--- src/inc/fpo_map.svh ---
/*
 Register map, field positions, command codes and reset values
 of the flash command sequencer. Assumes a 32-bit APB slave.
*/
`ifndef FPO_MAP_SVH
`define FPO_MAP_SVH
// Register offsets
`define OFS_STATUS 8'h00
`define OFS_SLOT_IDX 8'h04
`define OFS_SLOT_DATA 8'h08
`define OFS_CONFIG 8'h0c
// Status bits
`define B_CCF 7
`define B_ACC 5
`define B_FPV 4
`define B_VER 1
`define B_FAT 0
// Config fields: command enable, protection enable, first protected block
`define B_CMD_EN 0
`define B_PROT_EN 15
`define RST_CONFIG 16'h0001
// Command codes and the slot index each needs at launch
`define CMD_RD_ONCE 8'h04
`define CMD_PG_MAIN 8'h06
`define CMD_PG_ONCE 8'h07
`define IDX_RD_ONCE 3'h1
`define IDX_PROG 3'h5
`define ERASED 64'hffff_ffff_ffff_ffff
`endif

--- src/inc/fpo_pkg.sv ---
/*
 Types of the flash command sequencer: states, flash operations,
 the flash-side carriers and the whole module state.
*/
package fpo_pkg;
    typedef enum logic [2:0] {S_IDLE, S_RDO, S_ECHK, S_PROG, S_VER} st_e;
    typedef enum logic [1:0] {OP_RD_MAIN, OP_RD_INFO, OP_PG_MAIN, OP_PG_INFO} op_e;
    typedef struct packed {
        logic req;
        op_e op;
        logic [22:0] addr;
        logic [63:0] wdata;
    } fl_cmd_s;
    typedef struct packed {
        logic ack;
        logic err;
        logic fatal;
        logic [63:0] rdata;
    } fl_rsp_s;
    typedef struct packed {
        st_e st;
        logic ccf, acc, fpv, ver, fat;
        logic [2:0] idx;
        logic [5:0][15:0] slot;
        logic [15:0] cfg;
        logic info;
        fl_cmd_s fl;
        logic rd_inv_any, rd_inv_b0;
        logic pready, pslverr;
        logic [31:0] prdata;
    } state_s;
endpackage

--- src/rtl/flash_program_once_sequencer.sv ---
/*
 Flash command sequencer: read-once, program main flash and
 program-once, reached over APB. Assumes a flash array port that
 answers each held request with a one-cycle ack on pclk.
*/
// Implementation choices: the placing of the registers and the APB register port.
`timescale 1ns/100ps
`include "fpo_map.svh"
module flash_program_once_sequencer
    import fpo_pkg::*;
#(
    parameter int OTP_PHRASES = 8,
    parameter logic [6:0] PF_FIRST_BLK = 7'h7c
)
(
    // Clock and reset
    input wire logic pclk,
    input wire logic presetn,
    // APB slave
    input wire logic psel,
    input wire logic penable,
    input wire logic pwrite,
    input wire logic [7:0] paddr,
    input wire logic [31:0] pwdata,
    output logic pready,
    output logic [31:0] prdata,
    output logic pslverr,
    // Flash array port
    output fl_cmd_s fl_cmd,
    input wire fl_rsp_s fl_rsp,
    // Ordinary-read invalid markers
    output logic rd_inv_any,
    output logic rd_inv_b0
);

////////////////////////////////////////////////////////////////////////////////

// The one-time field has eight phrases; fewer is allowed, more is not
generate
    if (OTP_PHRASES < 1 || OTP_PHRASES > 8)
    begin : g_bad
        $error("OTP_PHRASES must be 1 to 8");
    end
endgenerate

state_s q;
state_s d;
logic rd_acc;
logic wr_acc;
logic launch;
logic bad;
logic prot_hit;
logic [7:0] cmd;
logic [6:0] blk;

// Phrase index check shared by both one-time commands
function automatic logic phrase_ok(input logic [15:0] v);
    phrase_ok = v < 16'(OTP_PHRASES);
endfunction

assign cmd = q.slot[0][15:8];
assign blk = q.slot[0][6:0];

////////////////////////////////////////////////////////////////////////////////

// Next-state logic: bus, launch checks and the command sequence
always_comb
begin
    d = q;
    bad = 1'b0;
    prot_hit = 1'b0;
    launch = 1'b0;
    rd_acc = psel && penable && !q.pready;
    wr_acc = psel && penable && q.pready && pwrite;
    // One wait state: pready and read data come from flops
    d.pready = rd_acc;
    d.pslverr = 1'b0;
    d.prdata = '0;
    if (rd_acc)
    begin
        case (paddr)
            `OFS_STATUS:
            begin
                d.prdata[`B_CCF] = q.ccf;
                d.prdata[`B_ACC] = q.acc;
                d.prdata[`B_FPV] = q.fpv;
                d.prdata[`B_VER] = q.ver;
                d.prdata[`B_FAT] = q.fat;
            end
            `OFS_SLOT_IDX: d.prdata[2:0] = q.idx;
            `OFS_SLOT_DATA:
            begin
                if (q.idx <= 3'h5)
                begin
                    d.prdata[15:0] = q.slot[q.idx];
                end
            end
            `OFS_CONFIG: d.prdata[15:0] = q.cfg;
            default: d.pslverr = 1'b1;
        endcase
    end
    // Writes land at the edge where pready is seen high
    if (wr_acc)
    begin
        case (paddr)
            `OFS_STATUS:
            begin
                if (pwdata[`B_ACC])
                begin
                    d.acc = 1'b0;
                end
                if (pwdata[`B_FPV])
                begin
                    d.fpv = 1'b0;
                end
                launch = pwdata[`B_CCF] && q.ccf;
            end
            // Parameters are frozen while a command runs
            `OFS_SLOT_IDX:
            begin
                if (q.ccf)
                begin
                    d.idx = pwdata[2:0];
                end
            end
            `OFS_SLOT_DATA:
            begin
                if (q.ccf && q.idx <= 3'h5)
                begin
                    d.slot[q.idx] = pwdata[15:0];
                end
            end
            `OFS_CONFIG:
            begin
                if (q.ccf)
                begin
                    d.cfg = pwdata[15:0];
                end
            end
            default: ;
        endcase
    end
    // Launch: flags set here win over a clear in the same write
    if (launch)
    begin
        d.ver = 1'b0;
        d.fat = 1'b0;
        case (cmd)
            `CMD_RD_ONCE:
                bad = q.idx != `IDX_RD_ONCE || !phrase_ok(q.slot[1]);
            `CMD_PG_MAIN:
                bad = q.idx != `IDX_PROG || q.slot[1][2:0] != 3'b000
                    || blk < PF_FIRST_BLK;
            `CMD_PG_ONCE:
                bad = q.idx != `IDX_PROG || !phrase_ok(q.slot[1]);
            default: bad = 1'b1;
        endcase
        if (!q.cfg[`B_CMD_EN])
        begin
            bad = 1'b1;
        end
        prot_hit = cmd == `CMD_PG_MAIN && q.cfg[`B_PROT_EN]
            && blk >= q.cfg[14:8];
        if (bad)
        begin
            d.acc = 1'b1;
        end
        else if (prot_hit)
        begin
            d.fpv = 1'b1;
        end
        else
        begin
            d.ccf = 1'b0;
            d.fl.req = 1'b1;
            d.fl.wdata = {q.slot[2], q.slot[3], q.slot[4], q.slot[5]};
            d.fl.addr = {20'h0_0000, q.slot[1][2:0]};
            d.info = cmd != `CMD_PG_MAIN;
            case (cmd)
                `CMD_RD_ONCE:
                begin
                    d.st = S_RDO;
                    d.fl.op = OP_RD_INFO;
                    d.rd_inv_any = 1'b1;
                end
                `CMD_PG_MAIN:
                begin
                    d.st = S_PROG;
                    d.fl.op = OP_PG_MAIN;
                    d.fl.addr = {blk, q.slot[1]};
                end
                default:
                begin
                    d.st = S_ECHK;
                    d.fl.op = OP_RD_INFO;
                    d.rd_inv_b0 = 1'b1;
                end
            endcase
        end
    end
    // Sequence: each flash step is a held request ended by one ack
    if (q.st != S_IDLE)
    begin
        if (!q.fl.req)
        begin
            d.fl.req = 1'b1;
        end
        else if (fl_rsp.ack)
        begin
            d.fl.req = 1'b0;
            if (fl_rsp.err)
            begin
                d.ver = 1'b1;
            end
            if (fl_rsp.fatal)
            begin
                d.fat = 1'b1;
            end
            case (q.st)
                S_RDO:
                begin
                    for (int i = 0; i < 4; i++)
                    begin
                        d.slot[2 + i] = fl_rsp.rdata[63 - 16 * i -: 16];
                    end
                    d.st = S_IDLE;
                end
                // A programmed phrase can never be programmed again
                S_ECHK:
                begin
                    if (fl_rsp.rdata != `ERASED || fl_rsp.err)
                    begin
                        // Only ever sets: a flag pending from before must survive
                        if (fl_rsp.rdata != `ERASED)
                        begin
                            d.acc = 1'b1;
                        end
                        d.st = S_IDLE;
                    end
                    else
                    begin
                        d.st = S_PROG;
                        d.fl.op = OP_PG_INFO;
                    end
                end
                S_PROG:
                begin
                    d.st = S_VER;
                    d.fl.op = q.info ? OP_RD_INFO : OP_RD_MAIN;
                end
                S_VER:
                begin
                    if (fl_rsp.rdata != q.fl.wdata)
                    begin
                        d.ver = 1'b1;
                    end
                    d.st = S_IDLE;
                end
                default: d.st = S_IDLE;
            endcase
            if (d.st == S_IDLE)
            begin
                d.ccf = 1'b1;
                d.fl.req = 1'b0;
                d.rd_inv_any = 1'b0;
                d.rd_inv_b0 = 1'b0;
            end
        end
    end
end

////////////////////////////////////////////////////////////////////////////////

// State register
always_ff @(posedge pclk or negedge presetn)
begin
    if (!presetn)
    begin
        q <= '0;
        q.st <= S_IDLE;
        q.ccf <= 1'b1;
        q.cfg <= `RST_CONFIG;
    end
    else
    begin
        q <= d;
    end
end

// Every output is a flop of the state
assign pready = q.pready;
assign prdata = q.prdata;
assign pslverr = q.pslverr;
assign fl_cmd = q.fl;
assign rd_inv_any = q.rd_inv_any;
assign rd_inv_b0 = q.rd_inv_b0;

////////////////////////////////////////////////////////////////////////////////

// Checks on launch decisions and the sequence
property p_rd_idx;
    @(posedge pclk) disable iff (!presetn)
    launch && cmd == `CMD_RD_ONCE && !phrase_ok(q.slot[1]) |=> q.acc && q.ccf;
endproperty
a_rd_idx: assert property (p_rd_idx) else $error("bad index ran");

property p_rd_slot;
    @(posedge pclk) disable iff (!presetn)
    launch && cmd == `CMD_RD_ONCE && q.idx != 3'h1 |=> q.acc && q.st == S_IDLE;
endproperty
a_rd_slot: assert property (p_rd_slot) else $error("bad slot index");

property p_pg_slot;
    @(posedge pclk) disable iff (!presetn)
    launch && cmd[7:1] == 7'h03 && q.idx != 3'h5 |=> q.acc && q.ccf;
endproperty
a_pg_slot: assert property (p_pg_slot) else $error("program ran");

property p_align;
    @(posedge pclk) disable iff (!presetn)
    launch && cmd == `CMD_PG_MAIN && q.slot[1][2:0] != 3'b000
        |=> q.acc ##1 q.ccf;
endproperty
a_align: assert property (p_align) else $error("misaligned ran");

property p_mode;
    @(posedge pclk) disable iff (!presetn)
    launch && !q.cfg[0] |=> q.acc && !q.fl.req;
endproperty
a_mode: assert property (p_mode) else $error("mode not checked");

property p_rd_inv;
    @(posedge pclk) disable iff (!presetn)
    q.st == S_RDO |-> q.rd_inv_any && !q.ccf;
endproperty
a_rd_inv: assert property (p_rd_inv) else $error("reads not blocked");

property p_rd_nofpv;
    @(posedge pclk) disable iff (!presetn)
    q.st == S_RDO |=> !$rose(q.fpv);
endproperty
a_rd_nofpv: assert property (p_rd_nofpv) else $error("fpv in read");

property p_rd_data;
    @(posedge pclk) disable iff (!presetn)
    q.st == S_RDO && q.fl.req && fl_rsp.ack
        |=> q.ccf && q.slot[5] == $past(fl_rsp.rdata[15:0]);
endproperty
a_rd_data: assert property (p_rd_data) else $error("slots not filled");

property p_twice;
    @(posedge pclk) disable iff (!presetn)
    q.st == S_ECHK && q.fl.req && fl_rsp.ack && fl_rsp.rdata != `ERASED
        |=> q.acc && q.ccf && !q.rd_inv_b0;
endproperty
a_twice: assert property (p_twice) else $error("reprogrammed");

property p_done;
    @(posedge pclk) disable iff (!presetn)
    $rose(q.ccf) |-> $past(q.st) == S_VER || $past(q.st) == S_RDO
        || $past(q.st) == S_ECHK;
endproperty
a_done: assert property (p_done) else $error("early complete");

endmodule

--- config.mk ---
export PLATFORM = sky130hd
export DESIGN_NAME = flash_program_once_sequencer
export DESIGN_NICKNAME = d
export VERILOG_FILES = /design/src/inc/fpo_pkg.sv /design/src/rtl/flash_program_once_sequencer.sv
export VERILOG_INCLUDE_DIRS = /design/src /design/src/inc
export SDC_FILE = /design/constraint.sdc
export NUM_CORES = 1
export LEC_CHECK = 0
export BUFFER_PORTS_ARGS = -buffer_cell sky130_fd_sc_hd__buf_2
export CAP_MARGIN = 20
export CORE_ASPECT_RATIO = 0.6
export CORE_MARGIN = 2
export CORE_UTILIZATION = 35
export DETAILED_ROUTE_END_ITERATION = 10
export PLACE_DENSITY = 0.65
export SKIP_LAST_GASP = 1
export SYNTH_ARGS = -nofsm -noshare
export SYNTH_HDL_FRONTEND = slang
export SYNTH_SLANG_ARGS = --single-unit
--- constraint.sdc ---
create_clock -name pclk -period 4.6 [get_ports pclk]
set_input_delay 0.23 -clock pclk [delete_from_list [all_inputs] [get_ports pclk]]
set_output_delay 0.23 -clock pclk [all_outputs]
set_load 0.05 [all_outputs]
==> results.json <==
{
  "status": "finished clean",
  "finalHoldViolCount": 0,
  "synth_compound_area_share_pct": 9.78,
  "synth_cell_types": 67,
  "cp-start-kind": "flip-flop",
  "cp_slowest_cell": "o41a_1",
  "area_growth_pct": 17.0,
  "start_util_pct": 35.5,
  "first_pass_iters": 5,
  "slowest_delay_ps": 530,
  "drc_errors": 0,
  "worst_pin_slew_ps": 1080,
  "worstPathRequired_ps": 5020,
  "numPortBuffers": 205,
  "grt_pass1_wl_mm": 63.7,
  "drv_slew": 0,
  "synthCells": 1147,
  "synth_xor_area_share_pct": 4.52,
  "drt_iter0_markers": 1130,
  "cts.clk_slew.worst_paths_ps": 70,
  "synth_ff_type": "dfrtp_1",
  "p_int_uw": 3300,
  "yosysWarnings": 0,
  "switchingPower_uw": 1140,
  "path_max_fanout": 32,
  "rsz0062_at_grt": "no",
  "async_flop_share_pct": 100,
  "fp.dieArea_um2": 37000,
  "routed_wl_mm": 44.0,
  "hold_class": "primary input to flip-flop",
  "cts_tree": "yes",
  "arrival_ps": 3840,
  "p_clk_share_pct": 44.7,
  "grt_use_total_pct": 23.6,
  "setup_tns_ps": 0,
  "p_leak_uw": 0.00738,
  "die_y_um": 150,
  "pwr-share-seq_pct": 47.3,
  "antenna_found_initial": 2,
  "ff2ff_setup_slack_ps": 1180,
  "clkLatencyLatePin_ps": 540,
  "grt_max_degree": 129,
  "synthAdderAreaFrac_pct": 0.706,
  "detailroute.via_count": 9638,
  "swShare_pct": 25.7,
  "powerDensity_nw_per_um2": 306,
  "io_pins": 238,
  "final_core_util_pct": 41.5,
  "period_minus_slack_ps": 3420,
  "finalNetCount": 1411,
  "die_w_um": 247,
  "finalSetupViolCount": 0,
  "synthSimpleGateAreaFrac_pct": 9.90,
  "cts_max_level": 1,
  "cp_cell_sequence": "nor4_1 > nand4_1 > o41a_1 > or3_4 > nor3_4 > buf_12 > mux2_2",
  "grt_overflow_total": 0,
  "path_buf_inv": 1,
  "synth_top_family_by_area": "multiplexers",
  "yosysSeqAreaShare_pct": 47.2,
  "muxShareOfSynthArea_pct": 17.3,
  "drive_above_1_share_pct": 26.9,
  "dpl.hpwl_mm": 32.5,
  "cts_buffers": 25,
  "ir_drop_v": 0.000226,
  "critPathTopFamily": "simple AND/OR/NAND/NOR gates",
  "gp_congestion": 0.901,
  "clk_path_buf_depth": 3,
  "skew_ps": 14.3,
  "via_per_inst": 5.42,
  "synth-seq-cells": 234,
  "fmaxAchievable_mhz": 293,
  "core_area_um2": 34900,
  "cts_resized": 0,
  "critical_path_class": "flip-flop to flip-flop",
  "final.period_utilization_pct": 74.3,
  "ant_nets": 0,
  "maxCapViolations": 0,
  "core.rowCount": 53,
  "synth_area_per_cell_um2": 10.8,
  "cp-end-kind": "flip-flop",
  "max_slew_margin_pct": 27.1,
  "clock_sinks": 234,
  "power_frac_comb_pct": 8.0,
  "synth-edff-count": 0,
  "root_buffer": "clkbuf_16",
  "netlist_area_um2": 12400,
  "grt_pass1_vias": 9386,
  "wl_per_cell_um": 24.7
}
-- logic make-up after synthesis --
family          count (synthesis)
fa+ha+maj                       7
other cells                     1
buf+inv                       210
simple gates                  238
xor+xnor                       64
compound gates                193
mux                           200
flops                         234
-- per-stage QoR --
step	worst slack [ps]	std cells	power [µW]	hold slack, ps	cell area, µm²
global placement	1300	1668	2440	332	13100
finish	1180	1779	4450	33.9	14500
global route	1090	1777	4600	27.3	14500
CTS	1230	1775	4460	9.19	14500
floorplan	1860	1162	2270	-65.6	12500
detailed placement	1210	1668	2450	335	13100
-- worst paths after layout --
| kind | cells past startpoint | endpoint | start |
|---|---|---|---|
| worst max register to register | 7 | fl_cmd[53]$_DFFE_PN0P_ | flip-flop |
| worst min-delay path | 3 | q[178]$_DFF_PN0_ | fl_rsp[51] |
| max in group asynchronous | 3 | fl_cmd[24]$_DFFE_PN0P_ | presetn |
| worst min register to register | 1 | fl_cmd[83]$_DFFE_PN0P_ | fl_cmd[83]$_DFFE_PN0P_ |
| worst max-delay path | 7 | fl_cmd[53]$_DFFE_PN0P_ | flip-flop |
| min in group asynchronous | 2 | fl_cmd[84]$_DFFE_PN0P_ | presetn |
-- power by group through the flow --
stage | sequential, µW | combinational [µW] | clock (µW)
2_1_floorplan | 2140 | 133 | 0
3_3_place_gp | 2140 | 306 | 0
3_5_place_dp | 2140 | 308 | 0
4_1_cts | 2100 | 354 | 2010
5_1_grt | 2100 | 383 | 2110
6_report | 2100 | 358 | 1990
-- placed cells by master (no fill, tap or decap), drive strengths merged, types with 4 or more instances in the layout --
| cell type | Yosys | final |
|---|---|---|
| ha | 7 | 7 |
| mux2 | 112 | 112 |
| nor3 | 11 | 11 |
| clkbuf | 33 | 35 |
| nor2 | 34 | 34 |
| nand3 | 4 | 4 |
| inv | 29 | 29 |
| buf | 148 | 220 |
| nor2b | 4 | 4 |
| a22oi | 28 | 28 |
| dfrtp | 232 | 232 |
| a221oi | 9 | 9 |
| nand4 | 24 | 24 |
| a22o | 5 | 5 |
| xor2 | 64 | 64 |
| mux2i | 88 | 88 |
| a21oi | 26 | 26 |
| a221o | 8 | 8 |
| clkinv | 0 | 7 |
| conb | 1 | 16 |
| dlygate4sd3 | 0 | 63 |
| a21o | 8 | 8 |
| o22ai | 7 | 7 |
| nor4 | 23 | 23 |
| and2 | 4 | 4 |
| nand2 | 103 | 103 |
| nand2b | 5 | 5 |
| o21ai | 88 | 88 |
-- area by class of cell --
type                       instances  area, µm²
fill                            3351      20400
sequential                       234       5860
multi-input combinational        718       5320
timing repair buffer             284       1850
clock buffer                      34        729
tap                              467        584
inverter                          29        109
clock inverter                    10       57.6
antenna                            3       7.51
-- per-layer routing --
layer  share of wire (%)  vias up  global-route usage (%)
li1                    -     4218                       -
met1                  45     4850                    35.5
met2                  39      506                    31.1
met3                  14       64                    9.18
met4                 2.3        0                    5.48
met5                   0        -                       0
-- tightest hold or removal path: cells and delay by family --
family	cells	cell delay, ps
compound gates	1	80
simple gates	1	90
buf+inv	1	140
-- Yosys cell counts (all sizes together), types with 24 or more instances --
master  count  area [µm²]
dfrtp     232        5810
buf       148        1080
mux2      112        1260
nand2     103         387
mux2i      88         881
o21ai      88         440
xor2       64         561
nor2       34         135
clkbuf     33         124
inv        29         109
a22oi      28         210
a21oi      26         130
nand4      24         163
-- timing repair --
item / 4_1_cts / 5_1_grt
endpoints found under the hold margin: 161 / 0
setup endpoints to repair: 0 / 0
setup buffers: 0 / 0
hold buffers: 63 / 0
(Power assumes the default switching activity.)
